===== config.mk =====
export PLATFORM = sky130hd
export DESIGN_NAME = drive_fault_manager
export DESIGN_NICKNAME = d
export VERILOG_FILES = /design/src/inc/fault_mgr_pkg.sv /design/src/inc/fault_tick_if.sv /design/src/rtl/drive_fault_manager.sv /design/src/rtl/fault_history.sv /design/src/rtl/fault_timer.sv
export VERILOG_INCLUDE_DIRS = /design/src /design/src/inc
export SDC_FILE = /design/constraint.sdc
export NUM_CORES = 1
export LEC_CHECK = 0
export BUFFER_PORTS_ARGS = -buffer_cell sky130_fd_sc_hd__buf_2
export CAP_MARGIN = 15
export CORE_ASPECT_RATIO = 0.75
export CORE_MARGIN = 1.5
export CORE_UTILIZATION = 40
export CTS_BUF_LIST = sky130_fd_sc_hd__clkbuf_16
export DETAILED_ROUTE_END_ITERATION = 7
export PLACE_DENSITY = 0.63
export SLEW_MARGIN = 30
export SYNTH_ARGS = -nofsm -noshare
export SYNTH_HDL_FRONTEND = slang
export SYNTH_SLANG_ARGS = --single-unit

===== constraint.sdc =====
create_clock -name i_mclk -period 7.3 [get_ports i_mclk]
set_input_delay 1.46 -clock i_mclk [delete_from_list [all_inputs] [get_ports i_mclk]]
set_output_delay 1.46 -clock i_mclk [all_outputs]
set_load 0.03 [all_outputs]

===== src/inc/fault_mgr_regs.svh =====
// register offsets, field positions, reset values and timing counts of the fault manager
`ifndef FAULT_MGR_REGS_SVH
`define FAULT_MGR_REGS_SVH
`define FM_OFS_CTRL        8'h00
`define FM_OFS_STATUS      8'h04
`define FM_OFS_TRIES       8'h08
`define FM_OFS_DELAY       8'h0C
`define FM_OFS_CLEAR       8'h10
`define FM_OFS_STOPSEL     8'h14
`define FM_OFS_DIN1_FN     8'h18
`define FM_OFS_DIN2_FN     8'h1C
`define FM_OFS_HIST0       8'h20
`define FM_OFS_HIST1       8'h24
`define FM_OFS_HIST2       8'h28
`define FM_OFS_IRQ_STAT    8'h2C
`define FM_OFS_IRQ_MASK    8'h30
`define FM_CLR_IDLE        2'h0
`define FM_CLR_RESET       2'h1
`define FM_CLR_BUFFER      2'h2
`define FM_STOPSEL_MAX     4'h3
`define FM_DIN_FN_CLEAR    8'h07
`define FM_CODE_OVERVOLT   8'h05
`define FM_CODE_UNDERVOLT  8'h04
`define FM_CODE_HEATSINK   8'h08
`define FM_IRQ_FAULT       0
`define FM_IRQ_CLEARED     1
`define FM_IRQ_RESTART     2
`define FM_IRQ_GIVEUP      3
`define FM_CLK_HZ          200000000
`define FM_TICK_MS         1
`define FM_TICK_CYCLES     ((`FM_CLK_HZ / 1000) * `FM_TICK_MS)
`define FM_BLINK_TICKS     16'h01F4
`define FM_TRIES_RST       8'h00
`define FM_DELAY_RST       16'h0000
`endif


===== src/inc/fault_mgr_pkg.sv =====
// shared types of the fault manager
package fault_mgr_pkg;
  typedef enum logic [1:0] {
    CAT_NONE,
    CAT_AUTO,
    CAT_HARD
  } fault_cat_e;
  typedef logic [7:0] fault_code_t;
endpackage


===== src/inc/fault_tick_if.sv =====
// tick and countdown signals between the manager and its timer
`timescale 1ns/1ps
interface fault_tick_if;
  logic        load;
  logic [15:0] load_val;
  logic        run;
  logic        tick;
  logic        expired;
  modport mgr   (output load, output load_val, output run, input tick, input expired);
  modport timer (input load, input load_val, input run, output tick, output expired);
endinterface


===== src/rtl/drive_fault_manager.sv =====
// fault manager: latch, classify, clear and auto-restart, with avalon-mm registers
`timescale 1ns/1ps
`include "fault_mgr_regs.svh"
module drive_fault_manager #(
  parameter int TICK_CYCLES = `FM_TICK_CYCLES
) (
  input  wire logic        i_mclk,
  input  wire logic        i_reset,
  input  wire logic        i_fault_raise,
  input  wire logic [7:0]  i_fault_code,
  input  wire logic        i_fault_hard,
  input  wire logic        i_fault_present,
  input  wire logic        i_key_stop,
  input  wire logic        i_key_esc,
  input  wire logic [1:0]  i_din,
  input  wire logic [7:0]  i_avm_address,
  input  wire logic        i_avm_read,
  input  wire logic        i_avm_write,
  input  wire logic [31:0] i_avm_writedata,
  output logic [31:0]      o_avm_readdata,
  output logic             o_avm_waitrequest,
  output logic             o_drive_enable,
  output logic             o_start_request,
  output logic             o_disp_fault_on,
  output logic [7:0]       o_disp_fault_num,
  output logic             o_keypad_owned,
  output logic             o_irq
);
  typedef enum logic [2:0] {
    ST_RUN,
    ST_FAULT,
    ST_WAIT,
    ST_TRY,
    ST_HOLD
  } mgr_state_e;

  ////////////////////////////////////////////////////////////////////////////////
  // configuration registers
  logic [7:0]  restart_attempt_count_q;
  logic [15:0] restart_delay_setting_q;
  logic [3:0]  stop_behaviour_select_q;
  logic [7:0]  digital_input1_function_q;
  logic [7:0]  digital_input2_function_q;
  logic [3:0]  irq_mask_q;
  logic [3:0]  irq_stat_q;
  logic [3:0]  irq_evt;
  logic        run_cmd_q;
  logic        wr_q;
  logic        rd_q;
  logic [1:0]  clear_req_q;

  // one wait state so reads come from a registered mux
  always_ff @(posedge i_mclk) begin
    if (i_reset) begin
      wr_q <= 1'b0;
      rd_q <= 1'b0;
    end else begin
      wr_q <= i_avm_write && o_avm_waitrequest && !wr_q;
      rd_q <= i_avm_read && o_avm_waitrequest && !rd_q;
    end
  end

  logic wr_go;
  assign wr_go = i_avm_write && wr_q;

  always_ff @(posedge i_mclk) begin
    if (i_reset) begin
      restart_attempt_count_q   <= `FM_TRIES_RST;
      restart_delay_setting_q   <= `FM_DELAY_RST;
      stop_behaviour_select_q   <= 4'h0;
      digital_input1_function_q <= 8'h00;
      digital_input2_function_q <= 8'h00;
      irq_mask_q                <= 4'h0;
      run_cmd_q                 <= 1'b0;
    end else if (wr_go) begin
      if (i_avm_address == `FM_OFS_CTRL) begin
        run_cmd_q <= i_avm_writedata[0];
      end else if (i_avm_address == `FM_OFS_TRIES) begin
        restart_attempt_count_q <= i_avm_writedata[7:0];
      end else if (i_avm_address == `FM_OFS_DELAY) begin
        restart_delay_setting_q <= i_avm_writedata[15:0];
      end else if (i_avm_address == `FM_OFS_STOPSEL) begin
        stop_behaviour_select_q <= i_avm_writedata[3:0];
      end else if (i_avm_address == `FM_OFS_DIN1_FN) begin
        digital_input1_function_q <= i_avm_writedata[7:0];
      end else if (i_avm_address == `FM_OFS_DIN2_FN) begin
        digital_input2_function_q <= i_avm_writedata[7:0];
      end else if (i_avm_address == `FM_OFS_IRQ_MASK) begin
        irq_mask_q <= i_avm_writedata[3:0];
      end
    end
  end

  // clear request decoded as a one-cycle command; register reads back idle
  always_ff @(posedge i_mclk) begin
    if (i_reset) begin
      clear_req_q <= `FM_CLR_IDLE;
    end else if (wr_go && i_avm_address == `FM_OFS_CLEAR) begin
      clear_req_q <= i_avm_writedata[1:0];
    end else begin
      clear_req_q <= `FM_CLR_IDLE;
    end
  end

  ////////////////////////////////////////////////////////////////////////////////
  // manual clear sources
  logic [1:0] din_q;
  logic [1:0] din_toggle;
  logic       stop_q;
  logic       manual_clear;
  logic       stop_ok;

  always_ff @(posedge i_mclk) begin
    if (i_reset) begin
      din_q  <= 2'b00;
      stop_q <= 1'b0;
    end else begin
      din_q  <= i_din;
      stop_q <= i_key_stop;
    end
  end

  assign din_toggle[0] = (i_din[0] != din_q[0])
                         && digital_input1_function_q == `FM_DIN_FN_CLEAR;
  assign din_toggle[1] = (i_din[1] != din_q[1])
                         && digital_input2_function_q == `FM_DIN_FN_CLEAR;
  assign stop_ok = stop_behaviour_select_q <= `FM_STOPSEL_MAX;
  assign manual_clear = (i_key_stop && !stop_q && stop_ok)
                        || clear_req_q == `FM_CLR_RESET
                        || clear_req_q == `FM_CLR_BUFFER
                        || (|din_toggle);

  ////////////////////////////////////////////////////////////////////////////////
  // fault state machine
  mgr_state_e               state_q;
  fault_mgr_pkg::fault_cat_e cat_q;
  fault_mgr_pkg::fault_code_t code_q;
  logic [7:0]               tries_used_q;
  logic                     ack_q;
  logic                     blink_q;
  logic [15:0]              blink_cnt_q;
  logic                     volt_heat;
  logic                     clear_ok;
  logic                     auto_ok;
  fault_tick_if             tif ();

  assign volt_heat = code_q == `FM_CODE_OVERVOLT || code_q == `FM_CODE_UNDERVOLT
                     || code_q == `FM_CODE_HEATSINK;
  assign clear_ok  = !i_fault_present;
  assign auto_ok   = cat_q == fault_mgr_pkg::CAT_AUTO
                     && (restart_delay_setting_q != 16'h0000 || volt_heat);

  always_ff @(posedge i_mclk) begin
    if (i_reset) begin
      state_q      <= ST_RUN;
      cat_q        <= fault_mgr_pkg::CAT_NONE;
      code_q       <= 8'h00;
      tries_used_q <= 8'h00;
    end else if (i_fault_raise && state_q == ST_RUN) begin
      state_q      <= ST_FAULT;
      code_q       <= i_fault_code;
      cat_q        <= i_fault_hard ? fault_mgr_pkg::CAT_HARD : fault_mgr_pkg::CAT_AUTO;
      tries_used_q <= 8'h00;
    end else begin
      case (state_q)
        ST_RUN: begin
        end
        ST_FAULT: begin
          if (manual_clear && clear_ok) begin
            state_q <= ST_RUN;
            cat_q   <= fault_mgr_pkg::CAT_NONE;
          end else if (cat_q == fault_mgr_pkg::CAT_AUTO
                       && restart_attempt_count_q != 8'h00) begin
            state_q <= ST_WAIT;
          end
        end
        ST_WAIT: begin
          if (manual_clear && clear_ok) begin
            state_q <= ST_RUN;
            cat_q   <= fault_mgr_pkg::CAT_NONE;
          end else if (tif.expired) begin
            state_q <= ST_TRY;
          end
        end
        ST_TRY: begin
          tries_used_q <= tries_used_q + 8'h01;
          if (clear_ok && auto_ok) begin
            state_q <= ST_RUN;
            cat_q   <= fault_mgr_pkg::CAT_NONE;
          end else if (tries_used_q + 8'h01 >= restart_attempt_count_q) begin
            state_q <= ST_HOLD;
          end else begin
            state_q <= ST_WAIT;
          end
        end
        ST_HOLD: begin
          if (manual_clear && clear_ok) begin
            state_q <= ST_RUN;
            cat_q   <= fault_mgr_pkg::CAT_NONE;
          end
        end
        default: begin
          state_q <= ST_RUN;
        end
      endcase
    end
  end

  logic entering_wait;
  logic auto_clear_ev;
  logic restart_ev;
  assign entering_wait = (state_q == ST_FAULT || state_q == ST_TRY)
                         && !(manual_clear && clear_ok) && !(i_fault_raise && state_q == ST_RUN);
  assign auto_clear_ev = state_q == ST_TRY && clear_ok && auto_ok;
  // restart only when a delay was configured; with zero delay only the supply and heatsink codes clear, in place
  assign restart_ev    = auto_clear_ev && restart_delay_setting_q != 16'h0000;

  assign tif.load     = entering_wait;
  assign tif.load_val = restart_delay_setting_q;
  assign tif.run      = state_q == ST_WAIT;

  fault_timer #(
    .TICK_CYCLES (TICK_CYCLES)
  ) u_timer (
    .i_mclk  (i_mclk),
    .i_reset (i_reset),
    .tif     (tif)
  );

  ////////////////////////////////////////////////////////////////////////////////
  // history
  fault_mgr_pkg::fault_code_t hist [3];
  fault_history #(
    .DEPTH (3)
  ) u_hist (
    .i_mclk  (i_mclk),
    .i_reset (i_reset),
    .i_push  (i_fault_raise && state_q == ST_RUN),
    .i_code  (i_fault_code),
    .i_clear (clear_req_q == `FM_CLR_BUFFER),
    .o_slot  (hist)
  );

  ////////////////////////////////////////////////////////////////////////////////
  // drive outputs and keypad display
  logic faulted;
  assign faulted = state_q != ST_RUN;

  always_ff @(posedge i_mclk) begin
    if (i_reset) begin
      o_drive_enable  <= 1'b0;
      o_start_request <= 1'b0;
    end else begin
      o_drive_enable  <= run_cmd_q && !faulted && !(i_fault_raise && state_q == ST_RUN);
      o_start_request <= restart_ev;
    end
  end

  always_ff @(posedge i_mclk) begin
    if (i_reset) begin
      ack_q <= 1'b0;
    end else if (i_fault_raise && state_q == ST_RUN) begin
      ack_q <= 1'b0;
    end else if (faulted && i_key_esc) begin
      ack_q <= 1'b1;
    end else if (!faulted) begin
      ack_q <= 1'b0;
    end
  end

  always_ff @(posedge i_mclk) begin
    if (i_reset || !faulted) begin
      blink_cnt_q <= 16'h0000;
      blink_q     <= 1'b0;
    end else if (tif.tick) begin
      if (blink_cnt_q == `FM_BLINK_TICKS - 16'h0001) begin
        blink_cnt_q <= 16'h0000;
        blink_q     <= !blink_q;
      end else begin
        blink_cnt_q <= blink_cnt_q + 16'h0001;
      end
    end
  end

  always_ff @(posedge i_mclk) begin
    if (i_reset) begin
      o_disp_fault_on  <= 1'b0;
      o_disp_fault_num <= 8'h00;
      o_keypad_owned   <= 1'b1;
    end else begin
      o_disp_fault_on  <= faulted && !ack_q && !blink_q;
      o_disp_fault_num <= (faulted && !ack_q && !blink_q) ? code_q : 8'h00;
      o_keypad_owned   <= !faulted || ack_q;
    end
  end

  ////////////////////////////////////////////////////////////////////////////////
  // interrupts: set wins over write-one-to-clear
  assign irq_evt[`FM_IRQ_FAULT]   = i_fault_raise && state_q == ST_RUN;
  assign irq_evt[`FM_IRQ_CLEARED] = faulted && (auto_clear_ev || (manual_clear && clear_ok
                                    && state_q != ST_TRY));
  assign irq_evt[`FM_IRQ_RESTART] = restart_ev;
  assign irq_evt[`FM_IRQ_GIVEUP]  = state_q == ST_TRY && !(clear_ok && auto_ok)
                                    && tries_used_q + 8'h01 >= restart_attempt_count_q;

  always_ff @(posedge i_mclk) begin
    if (i_reset) begin
      irq_stat_q <= 4'h0;
    end else if (wr_go && i_avm_address == `FM_OFS_IRQ_STAT) begin
      irq_stat_q <= (irq_stat_q & ~i_avm_writedata[3:0]) | irq_evt;
    end else begin
      irq_stat_q <= irq_stat_q | irq_evt;
    end
  end

  always_ff @(posedge i_mclk) begin
    if (i_reset) begin
      o_irq <= 1'b0;
    end else begin
      o_irq <= |(irq_stat_q & irq_mask_q);
    end
  end

  ////////////////////////////////////////////////////////////////////////////////
  // read path
  always_ff @(posedge i_mclk) begin
    if (i_reset) begin
      o_avm_waitrequest <= 1'b1;
    end else begin
      o_avm_waitrequest <= !((i_avm_read && o_avm_waitrequest && !rd_q)
                             || (i_avm_write && o_avm_waitrequest && !wr_q));
    end
  end

  always_ff @(posedge i_mclk) begin
    if (i_reset) begin
      o_avm_readdata <= 32'h0000_0000;
    end else if (i_avm_read && o_avm_waitrequest && !rd_q) begin
      if (i_avm_address == `FM_OFS_CTRL) begin
        o_avm_readdata <= {31'h0, run_cmd_q};
      end else if (i_avm_address == `FM_OFS_STATUS) begin
        o_avm_readdata <= {16'h0, tries_used_q, 2'h0, cat_q, ack_q, state_q};
      end else if (i_avm_address == `FM_OFS_TRIES) begin
        o_avm_readdata <= {24'h0, restart_attempt_count_q};
      end else if (i_avm_address == `FM_OFS_DELAY) begin
        o_avm_readdata <= {16'h0, restart_delay_setting_q};
      end else if (i_avm_address == `FM_OFS_STOPSEL) begin
        o_avm_readdata <= {28'h0, stop_behaviour_select_q};
      end else if (i_avm_address == `FM_OFS_DIN1_FN) begin
        o_avm_readdata <= {24'h0, digital_input1_function_q};
      end else if (i_avm_address == `FM_OFS_DIN2_FN) begin
        o_avm_readdata <= {24'h0, digital_input2_function_q};
      end else if (i_avm_address == `FM_OFS_HIST0) begin
        o_avm_readdata <= {24'h0, hist[0]};
      end else if (i_avm_address == `FM_OFS_HIST1) begin
        o_avm_readdata <= {24'h0, hist[1]};
      end else if (i_avm_address == `FM_OFS_HIST2) begin
        o_avm_readdata <= {24'h0, hist[2]};
      end else if (i_avm_address == `FM_OFS_IRQ_STAT) begin
        o_avm_readdata <= {28'h0, irq_stat_q};
      end else if (i_avm_address == `FM_OFS_IRQ_MASK) begin
        o_avm_readdata <= {28'h0, irq_mask_q};
      end else begin
        o_avm_readdata <= 32'h0000_0000;
      end
    end
  end
endmodule // drive_fault_manager


===== src/rtl/fault_history.sv =====
// three-deep fault code history, newest in slot zero
`timescale 1ns/1ps
module fault_history #(
  parameter int DEPTH = 3
) (
  input  wire logic                   i_mclk,
  input  wire logic                   i_reset,
  input  wire logic                   i_push,
  input  wire fault_mgr_pkg::fault_code_t i_code,
  input  wire logic                   i_clear,
  output fault_mgr_pkg::fault_code_t  o_slot [DEPTH]
);
  fault_mgr_pkg::fault_code_t mem_q [DEPTH];

  genvar g;
  generate
    for (g = 0; g < DEPTH; g++) begin : g_slot
      always_ff @(posedge i_mclk) begin
        if (i_reset || i_clear) begin
          mem_q[g] <= 8'h00;
        end else if (i_push) begin
          mem_q[g] <= (g == 0) ? i_code : mem_q[(g == 0) ? 0 : g - 1];
        end
      end
      assign o_slot[g] = mem_q[g];
    end
  endgenerate
endmodule // fault_history


===== src/rtl/fault_timer.sv =====
// millisecond tick divider and restart delay countdown
`timescale 1ns/1ps
`include "fault_mgr_regs.svh"
module fault_timer #(
  parameter int TICK_CYCLES = `FM_TICK_CYCLES
) (
  input  wire logic   i_mclk,
  input  wire logic   i_reset,
  fault_tick_if.timer tif
);
  logic [31:0] div_q;
  logic [15:0] cnt_q;
  logic        tick_q;
  logic        exp_q;

  always_ff @(posedge i_mclk) begin
    if (i_reset || div_q == 32'(TICK_CYCLES - 1)) begin
      div_q  <= 32'h0000_0000;
      tick_q <= !i_reset;
    end else begin
      div_q  <= div_q + 32'h0000_0001;
      tick_q <= 1'b0;
    end
  end

  always_ff @(posedge i_mclk) begin
    if (i_reset) begin
      cnt_q <= 16'h0000;
      exp_q <= 1'b0;
    end else if (tif.load) begin
      cnt_q <= tif.load_val;
      exp_q <= 1'b0;
    end else if (tif.run && cnt_q == 16'h0000) begin
      exp_q <= 1'b1;
    end else if (tif.run && tick_q) begin
      cnt_q <= cnt_q - 16'h0001;
    end else begin
      exp_q <= 1'b0;
    end
  end

  assign tif.tick    = tick_q;
  assign tif.expired = exp_q;
endmodule // fault_timer


; Word-level counts from Yosys, hierarchy flattened
; Memories as Yosys holds them, arrays and structs flattened.
; Index checks and enable logic that the tools add are counted.
[op_classes]
mux = 43
n_eq_ne = 41
bitwise = 17
n_lt_le_gt_ge = 2
reduce_logical = 84
n_addsub = 4
[op_table]
columns = operator, count
row1 = $mux 16, 8
row2 = $mux 8, 9
row3 = $eq 8x3->1 const B, 5
row4 = $eq 8x6->1 const B, 5
row5 = $add 32x1->32 const B, 1
row6 = $eq 32x18->1 const B, 1
row7 = $eq 8x5->1 const B, 4
row8 = $logic_and 1x1->1, 32
row9 = $eq 8x4->1 const B, 3
row10 = $mux 3, 7
row11 = $add 16x1->16 const B, 1
row12 = $eq 16x9->1 const B, 1
row13 = $logic_not 16->1, 1
row14 = $reduce_bool 16->1, 1
row15 = $sub 16x1->16 const B, 1
row16 = $pmux 3 s5, 1
row17 = $logic_or 1x1->1, 13
row18 = $logic_not 1->1, 12
row19 = $mux 4, 3
row20 = $reduce_and 4->1, 3
row21 = $mux 1, 10
row22 = $reduce_or 2->1, 5
row23 = $ne 3x2->1 const B, 3
row24 = $not 1->1, 9
row25 = other kinds (33), 52
[word_totals]
ram_bits = 24
mem_count = 1
ff_bits = 195
elab_cells = 225
inputBits = 59
output_inout_bits = 46
[mem_list]
columns = memory, words, width, read_ports, rd_clocked_by_memory_dff, write_ports, line_no
row1 = u_hist.mem_q, 3, 8, 3, 0, 3, fault_history.sv:13  ; fault_mgr_pkg::fault_code_t mem_q [DEPTH];

; Depth between registers and ports, before layout
; Gate-level depths: netlist of run 1.
[depth]
word_depth = 13
depth_mapped = 9

; Cells and area by module
; Synthesis of run 1 repeated with hierarchy kept, for this count alone.
[unflattened]
hier_cells = 1129
hier_area_um2 = 10084.7
[by_module_without_submodules]
columns = module, area_each_um2, cells_per_inst, instances
row1 = drive_fault_manager, 6446.2, 769, 1
row2 = fault_timer, 2562.5, 305, 1
row3 = fault_history, 1076.0, 55, 1

; Worst setup path after synthesis of run 1
; No wires, ideal clock.
[synth_timing]
kind = input-to-reg
start = in i_avm_address[4]
end = reg restart_delay_setting_q[10]
setup_ns = 0.128
slack_ns = 4.107
n_path_buf = 3
arrival_time_ns = 3.065
stages = 8
cell_sequence = buf_4 > nor4_4 > nand3_2 > or3_1 > buf_2 > buf_6 > mux2i_1 > nor2_1
[synth_via]
elab_chain_cells = 3
elab_cells_between_ends = 6
classes_between = eq/ne (2) / bitwise (2) / reduce/logical (2)
[synth_lines]
columns = item, line_no
row1 = "start, declared", drive_fault_manager.sv:16  ; input wire logic [7:0] i_avm_address,
row2 = $eq 8x4->1 (no line) / $logic_not 8->1 (equally long branches), --
row3 = $not 1->1 (no line), --
row4 = $reduce_and 4->1 (no line) (*), --
row5 = "end signal, assigned", drive_fault_manager.sv:69  ; restart_delay_setting_q <= `FM_DELAY_RST;
row6 = "end signal, assigned", drive_fault_manager.sv:81  ; restart_delay_setting_q <= i_avm_writedata[15:0];
row7 = "end, declared", drive_fault_manager.sv:40  ; logic [15:0] restart_delay_setting_q;
; Every way passes the cells marked *; elsewhere a longest branch is shown, timed or not.
; A chain may end at the register's enable or synchronous reset.

; Worst setup path after layout of run 1
[layout_timing]
start = in i_avm_address[4]
end = reg digital_input2_function_q[7]
[layout_via]
elab_chain_cells = 3
elab_cells_between_ends = 12
classes_between = eq/ne (5) / bitwise (5) / reduce/logical (2)
[layout_lines]
columns = item, line_no
row1 = "$eq 8x5->1 (no line), or another cell as far along", --
row2 = $not 1->1 (no line), --
row3 = $reduce_and 7->1 (no line) (*), --
row4 = "end signal, assigned", drive_fault_manager.sv:87  ; digital_input2_function_q <= i_avm_writedata[7:0];
row5 = "end, declared", drive_fault_manager.sv:43  ; logic [7:0] digital_input2_function_q;
; Marks and branches as above.

==> results.md, run 1 <==
- Net total in the final layout: between 1000 and 1500
- Wire length after detailed routing: between 20000 and 30000 um
- Share of synthesized flip-flops with an asynchronous set or reset: 0%
- HPWL after detailed placement: around 18000 um
- Proportion of synthesized area in mux cells: 6.09%
- Clock Sinks: between 200 and 250
- Number of hold buffers added after CTS: 0
- Net switching power: roughly 0.0006 W
- Number of top-level pins: 105
- Sum of overflow across all layers after global routing: 0
- Leading cell types by count after synthesis: sky130_fd_sc_hd__dfxtp_1, sky130_fd_sc_hd__nor2_1, sky130_fd_sc_hd__nand2_1
- Proportion of power drawn by the clock network: approximately 45%
- Total vias in the final route: approximately 8000
- Initial Util: about two fifths
- Latest clock arrival within the worst-skew pair: approximately 0.51 ns
- Placement-stage worst setup slack: 3.44 ns
- Die area: 0.0253 sq mm
- Most frequent cell after synthesis: sky130_fd_sc_hd__dfxtp_1
- Global-route usage over all layers: about a fifth
- Residual DRC count: 0
- Standard cell with the maximum stage delay on the critical path: sky130_fd_sc_hd__or3_1
- Die boundary height: 138 um
- Number of cells traversed by the worst register-to-register path: 9
- XOR/XNOR share of the synthesized area: under 10%
- Flip-flop and latch count after synthesis: 203
- Layout overhead on the synthesized area: 12.1%
- Core region area: between 0.02 and 0.025 sq mm
- Worst clock skew: 0.0190 ns
- Post-Synthesis Mean Instance Area: ~9.0 sq um
- Sequential cell area fraction in the yosys report: between 40% and 50%
- Remaining antenna violation count: 0
- Adder-cell share of the synthesized area: approximately 1.5%
- CTS Root Buffer Type: sky130_fd_sc_hd__clkbuf_16
- Top cells by area, synth: sky130_fd_sc_hd__dfxtp_1, sky130_fd_sc_hd__edfxtp_1, sky130_fd_sc_hd__mux2i_1
- Max cap viols: 0
- Final Cycle Share: a little under half
- Sw Ratio: about a quarter
- Critical Setup Path Class: input pin to register
- Fraction of final layout cells sized beyond drive strength 1: between 10% and 20%
- Fraction of post-synthesis cell area in the top cell type by area: between 30% and 40%
- Maximum level of the CTS H-tree: 1
- Static power due to leakage: ~4.2 nW
- Cell type with the largest total area after synthesis: sky130_fd_sc_hd__dfxtp_1
- Area of the mapped netlist: 0.00974 sq mm
- Top fanout value on the critical path: 19
- Number of gates given a new drive strength after cts: 0
- Overall power of the completed layout: 0.00242 W
- Final routed wire length divided by cell count: about 18 um
- Starting DRT DRC Count: approximately 720
- Setup fix buffers added after clock tree synthesis: 0
- Ratio of routed vias to standard cells: 5.57
- Count of yosys warnings during synthesis: 0
- Worst Path Required: roughly 7.7 ns
- Post-route setup slack: ~3.9 ns
- Number of clock buffers inserted by TritonCTS: 22
- Fraction of the mapped netlist area in compound gates: 12.8%
- Number of enable-type register cells in the synthesized netlist: 24
- Cell breakdown of the critical path: buf_2 > nor4b_4 > nand3_1 > or3_1 > mux2i_1 > nor2_1
- CTS tree: yes
- Primary FF master, synth: sky130_fd_sc_hd__dfxtp_1
- Buffer depth of the longest clock path: 3
- Clock slew seen by the registers of the worst setup and hold paths: around 0.060 ns
- Number of instances on the worst hold path: 1
- Number of buffers added on ports: just over 70
- Width of the chip: ~180 um
- Synthesized-area fraction occupied by and/or/nand/nor cells: between 20% and 30%
- Placer's final routability congestion estimate: approximately 0.85
- Total of endpoints with negative setup slack in the final report: 0
- Worst VDD drop: ~0.15 mV
- Final worst path period need: between 3 and 4 ns
- Headroom to the max-slew limit: between 40% and 50%
- Setup repair after global routing missed its margin: false
- Worst Hold Class: register to register
- Data arrival time of the worst path: between 3 and 4 ns
- Non-filler instance count after layout: between 1000 and 1500
- Power Density: 222 mW/mm^2
- Setup slack on the worst flop-to-flop path: roughly 4.6 ns
- Fin. max-slew vios: 0
- Hold Violations, Final: 0
- Vias in the first global route: about 7300
- Category of the worst setup path launch point: input pin
- Dominant combinational cell family by area after synthesis: simple AND/OR/NAND/NOR gates
- Result of the run: complete, no violations
- Portion of total power attributed to sequential cells: ~48%
- Number of standard cells after synthesis: between 1000 and 1500
- Post-synthesis cell type count: 82
- Wire length of the first global-routing pass: 40500 um
- Number of search-and-repair iterations in the first detailed-routing pass: 6
- Pin count of the biggest net entering global routing: between 60 and 70
- Worst path max stage delay: 0.65 ns
- Placed cell count: 1398
- Number of antenna violations at the first check in global routing: 0
- Internal: 0.00182 W
- Max Clk Rate: ~0.3 GHz
- Critical path capture point type: register
- Num rows: 49
- Accumulated negative setup slack: 0 ns
- Slew at the pin closest to its max-slew limit: a little over 0.8 ns
- Relative contribution of combinational cells to total power: about 7%
==> kinds of logic (layout without fill, tap and decap cells) <==
logic type                 Yosys count  after routing
and+or+nand+nor                    463            463
DFF                                203            203
AOI/OAI and AO/OA                  180            180
buffers and inverters              100            140
xor gates and xnor gates            59             59
muxes                               59             59
adders and majority gates           12             12
other                                1             17
==> power by group through the flow <==
stage               registers [W]  clock network (W)  logic (W)
floorplan                 0.00119                  0   0.000117
detailed placement        0.00119                  0   0.000166
finish                    0.00117            0.00108   0.000168
global route              0.00117            0.00114   0.000183
global placement          0.00119                  0   0.000164
CTS                       0.00117            0.00110   0.000167
==> state kept, by name (all words and copies together) (netlist names), 16 cells and up <==
register	count
restart_delay_setting_q	16
u_timer.cnt_q	16
u_timer.div_q	32
u_hist.mem_q	24
o_avm_readdata	16
blink_cnt_q	16
==> per-layer routing <==
| metal | vias up | GRT usage (%) | routed length, um |
|---|---|---|---|
| li1 | 3936 | - | - |
| met1 | 3787 | 33.2 | 13600 |
| met2 | 265 | 25.7 | 9640 |
| met3 | 28 | 3.40 | 1760 |
| met4 | 0 | 3.49 | 380 |
| met5 | - | 0 | 0 |
==> worst max-delay path: cells and delay by family <==
| kind | cells | cell delay, ns |
|---|---|---|
| buf+inv | 1 | 0.37 |
| mux | 1 | 0.23 |
| simple gates | 4 | 1.70 |
==> worst paths after layout <==
check / endpoint / startpoint
max: digital_input2_function_q[7]$_SDFFE_PP0P_ / i_avm_address[4]
max reg2reg: state_q[1]$_SDFFE_PP0P_ / tries_used_q[0]$_SDFFE_PP0N_
min: wr_q$_SDFF_PP0_ / wr_q$_SDFF_PP0_
min reg2reg: wr_q$_SDFF_PP0_ / wr_q$_SDFF_PP0_
==> placed cells by master (no fill, tap or decap), types with 8 or more instances in the layout <==
master	n
sky130_fd_sc_hd__or3_1	15
sky130_fd_sc_hd__buf_2	71
sky130_fd_sc_hd__dfxtp_1	179
sky130_fd_sc_hd__and3_1	10
sky130_fd_sc_hd__nand3_1	38
sky130_fd_sc_hd__clkbuf_16	22
sky130_fd_sc_hd__nor4_1	20
sky130_fd_sc_hd__nor2b_1	11
sky130_fd_sc_hd__o211ai_1	10
sky130_fd_sc_hd__o21ai_0	27
sky130_fd_sc_hd__nand4_1	23
sky130_fd_sc_hd__nor3_1	21
sky130_fd_sc_hd__inv_1	26
sky130_fd_sc_hd__nand2_1	81
sky130_fd_sc_hd__xor2_1	41
sky130_fd_sc_hd__edfxtp_1	24
sky130_fd_sc_hd__nor2_1	141
sky130_fd_sc_hd__a21oi_1	49
sky130_fd_sc_hd__and2_1	35
sky130_fd_sc_hd__a31oi_1	9
sky130_fd_sc_hd__conb_1	16
sky130_fd_sc_hd__xnor2_1	18
sky130_fd_sc_hd__ha_1	12
sky130_fd_sc_hd__a22oi_1	11
sky130_fd_sc_hd__mux2i_1	57
sky130_fd_sc_hd__and4_1	8
==> metrics by stage <==
stage | util [%] | instance area, sq um | hold WS (ns)
2_1_floorplan | - | 9790 | 0.411
3_3_place_gp | 42.6 | 10200 | 0.420
3_5_place_dp | 42.7 | 10200 | 0.428
4_1_cts | 45.6 | 10900 | 0.432
5_1_grt | 45.6 | 10900 | 0.453
6_report | 45.7 | 10900 | 0.433
==> cell type report <==
class | instances | area [sq um]
Clock buffer | 22 | 551
Inverter | 24 | 90.1
Sequential cell | 203 | 4300
Multi-Input combinational cell | 789 | 5050
Timing Repair Buffer | 76 | 393
Clock inverter | 18 | 146
Tap cell | 306 | 383
Fill cell | 2322 | 13000
Antenna cell | 1 | 2.50
(Power assumes the default switching activity.)
==> run 2: changes to the inputs <==
==> constraint.sdc (replaced) <==
create_clock -name i_mclk -period 3.2 [get_ports i_mclk]
set_input_delay 0.64 -clock i_mclk [delete_from_list [all_inputs] [get_ports i_mclk]]
set_output_delay 0.64 -clock i_mclk [all_outputs]
set_load 0.03 [all_outputs]
==> run 2 against run 1 <==
Non-clock buffer count increased by 13. Setup slack got worse by 3.4 ns. Combinational power increased by 130%. Register-to-register slack got worse by 4.1 ns. Critical path depth increased by 3. Clock power increased by 110%. Sequential power increased by 130%. Global-route usage increased by 0.44 points. First-iteration DRC count increased by 7.9%. Largest cell class unchanged.
==> results.md, run 2 (synthesis gave the netlist of run 1 again) <==
- Result of the run: complete, no violations (unchanged)
- Number of hold buffers added after CTS: 0 (unchanged)
- Net total in the final layout: 1199 (was 1187)
- Worst Path Required: 3.61 ns (was 7.66 ns)
- Width of the chip: 183 um (unchanged)
- CTS tree: yes (unchanged)
- Fraction of final layout cells sized beyond drive strength 1: 12.2% (was 11.9%)
- Category of the worst setup path launch point: register (was input pin)
- Max Clk Rate: approximately 0.36 GHz
- Data arrival time of the worst path: 3.16 ns (was 3.76 ns)
- Worst clock skew: 0.00548 ns (was 0.0190 ns)
- Largest register by flop count: u_timer.div_q (unchanged)
- Global-route track usage on met2: 26.5% (was 25.7%)
- Wire length of the first global-routing pass: 40900 um (was 40500 um)
- Starting DRT DRC Count: 779 (was 722)
- Final worst path period need: 2.75 ns
- Fin. max-slew vios: 0 (unchanged)
- Critical Setup Path Class: register to register (was input pin to register)
- Number of antenna violations at the first check in global routing: 0 (unchanged)
- Commonest non-fill, non-tap cells in the layout: sky130_fd_sc_hd__dfxtp_1, sky130_fd_sc_hd__nor2_1, sky130_fd_sc_hd__nand2_1, sky130_fd_sc_hd__buf_2, sky130_fd_sc_hd__mux2i_1 (unchanged)
- Number of buffers added on ports: 72 (unchanged)
- Worst Hold Class: input pin to register (was register to register)
- Total of endpoints with negative setup slack in the final report: 0 (unchanged)
- Most congested layer reported by global routing: met1 (unchanged)
- Post-route setup slack: 0.454 ns (was 3.90 ns)
- Die boundary height: 138 um (unchanged)
- Commonest non-fill, non-tap cell in the layout: sky130_fd_sc_hd__dfxtp_1 (unchanged)
- Hold Violations, Final: 0 (unchanged)
- Number of clock buffers inserted by TritonCTS: 21 (was 22)
- Max cap viols: 0 (unchanged)
- Setup fix buffers added after clock tree synthesis: 0 (unchanged)
- Num rows: 49 (unchanged)
- Wire length after detailed routing: 25700 um (was 25400 um)
- Cell area after placement: 0.0103 sq mm (was 0.0102 sq mm)
- Layout overhead on the synthesized area: 12.1% (about the same)
- Ratio of routed vias to standard cells: 5.57 (about the same)
- Max reg flops: 32 (unchanged)
- Headroom to the max-slew limit: 48.5% (was 44.6%)
- Worst VDD drop: 0.421 mV (was 0.147 mV)
- Core region area: 0.0239 sq mm (unchanged)
- Hold Worst Slack: 0.327 ns (was 0.433 ns)
- Pin count of the biggest net entering global routing: 50 (was 64)
- Top fanout value on the critical path: 6 (was 19)
- Final Cycle Share: between 80 and 90%
- Remaining antenna violation count: 0 (unchanged)
- Residual DRC count: 0 (unchanged)
- Final routed wire length divided by cell count: 17.7 um (was 17.6 um)
- Vias in the first global route: 7324 (was 7256)
- Clock slew seen by the registers of the worst setup and hold paths: 0.06 ns (about the same)
- HPWL after detailed placement: 18100 um (was 17800 um)
- Latest clock arrival within the worst-skew pair: 0.51 ns (about the same)
- Register area: 0.00430 sq mm (unchanged)
- Setup repair after global routing missed its margin: false (unchanged)
- Number of top-level pins: 105 (unchanged)
- Critical path capture point type: register (unchanged)
- Sum of overflow across all layers after global routing: 0 (unchanged)
- Clock Sinks: 203 (unchanged)
- Placement-stage worst setup slack: 0.503 ns (was 3.44 ns)
- Area taken by multi-input logic gates: 0.00502 sq mm (was 0.00505 sq mm)
- GRT met1 Usage: 32.9% (was 33.2%)
- Global-route usage over all layers: 20.2% (was 19.8%)
- Static power due to leakage: 4.23 nW (was 4.19 nW)
- Maximum level of the CTS H-tree: 1 (unchanged)
- Met3 usage in global routing: 4.24% (was 3.40%)
- Largest regs: u_timer.div_q: 32 flops, u_hist.mem_q: 24 flops (unchanged)
- Total vias in the final route: 8079 (was 8016)
- Placer's final routability congestion estimate: 0.885 (was 0.849)
- Number of filler instances in the final layout: 2373 (was 2322)
- Post-Layout Inst Area: 0.0109 sq mm (about the same)
- Number of search-and-repair iterations in the first detailed-routing pass: 5 (was 6)
- Power Density: 489 mW/mm^2 (was 222 mW/mm^2)
- Setup slack on the worst flop-to-flop path: 0.45 ns (was 4.55 ns)
- CTS Root Buffer Type: sky130_fd_sc_hd__clkbuf_16 (unchanged)
- Initial Util: 40.7% (unchanged)
- Die area: 0.0253 sq mm (unchanged)
- Accumulated negative setup slack: 0 ns (unchanged)
- Slew at the pin closest to its max-slew limit: 0.770 ns (was 0.828 ns)
- Number of gates given a new drive strength after cts: 0 (unchanged)
- Buffer depth of the longest clock path: 3 (unchanged)
## run 2: cell count changes in the layout (fill, tap and decap cells not counted), moves of 2 or more
cell | before | now
sky130_fd_sc_hd__or3_1 | 15 | 17
sky130_fd_sc_hd__inv_1 | 26 | 29
sky130_fd_sc_hd__clkinvlp_4 | 2 | 0
sky130_fd_sc_hd__clkinv_2 | 5 | 3
sky130_fd_sc_hd__or3_2 | 2 | 0
sky130_fd_sc_hd__buf_4 | 5 | 18
## run 2: final timing paths
check / from / endpoint / cells past startpoint
setup reg to reg: tries_used_q[0]$_SDFFE_PP0N_ / state_q[1]$_SDFFE_PP0P_ / 9
hold reg to reg: wr_q$_SDFF_PP0_ / wr_q$_SDFF_PP0_ / 1
hold / removal: i_key_esc / ack_q$_SDFFE_PP0P_ / 2
setup / recovery: tries_used_q[0]$_SDFFE_PP0N_ / state_q[1]$_SDFFE_PP0P_ / 9
## run 2: layout make-up
type                       count  area share [%]
inverter                      24           0.825
multi-input combinational    789            46.0
clock inverter                17           0.905
sequential                   203            39.4
tap                          306            3.51
timing repair buffer          89            4.49
antenna                        1          0.0229
clock buffer                  21            4.81
## run 2: critical path, cell delays in order, from the launching register on
cell and delay [ns]:
sky130_fd_sc_hd__dfxtp_1 0.43, sky130_fd_sc_hd__ha_1 0.24, sky130_fd_sc_hd__nand3_1 0.19, sky130_fd_sc_hd__xnor2_1 0.19
sky130_fd_sc_hd__ha_1 0.29, sky130_fd_sc_hd__a21o_1 0.18, sky130_fd_sc_hd__a2111oi_0 0.50, sky130_fd_sc_hd__o21a_1 0.28
sky130_fd_sc_hd__o211ai_1 0.10, sky130_fd_sc_hd__a221oi_1 0.25
## run 2: through the flow
step | power, W | util, % | instances
5_1_grt | 0.00554 | 45.7 | 1449
3_3_place_gp | 0.00311 | 43.0 | 1411
2_1_floorplan | 0.00299 | - | 1092
4_1_cts | 0.00539 | 45.7 | 1449
6_report | 0.00533 | 45.7 | 1450
3_5_place_dp | 0.00311 | 43.0 | 1411
## run 2: power breakdown
| part | internal, W | switching (W) | total, W |
|---|---|---|---|
| Sequential | 0.00263 | 0.0000373 | 0.00267 |
| Combinational | 0.000114 | 0.000278 | 0.000391 |
| Clock | 0.00127 | 0.00100 | 0.00227 |
## run 2: layer usage
layer | vias to the layer above | wire, um
li1 | 3952 | -
met1 | 3781 | 13400
met2 | 308 | 9730
met3 | 38 | 2200
met4 | 0 | 441
met5 | - | 0
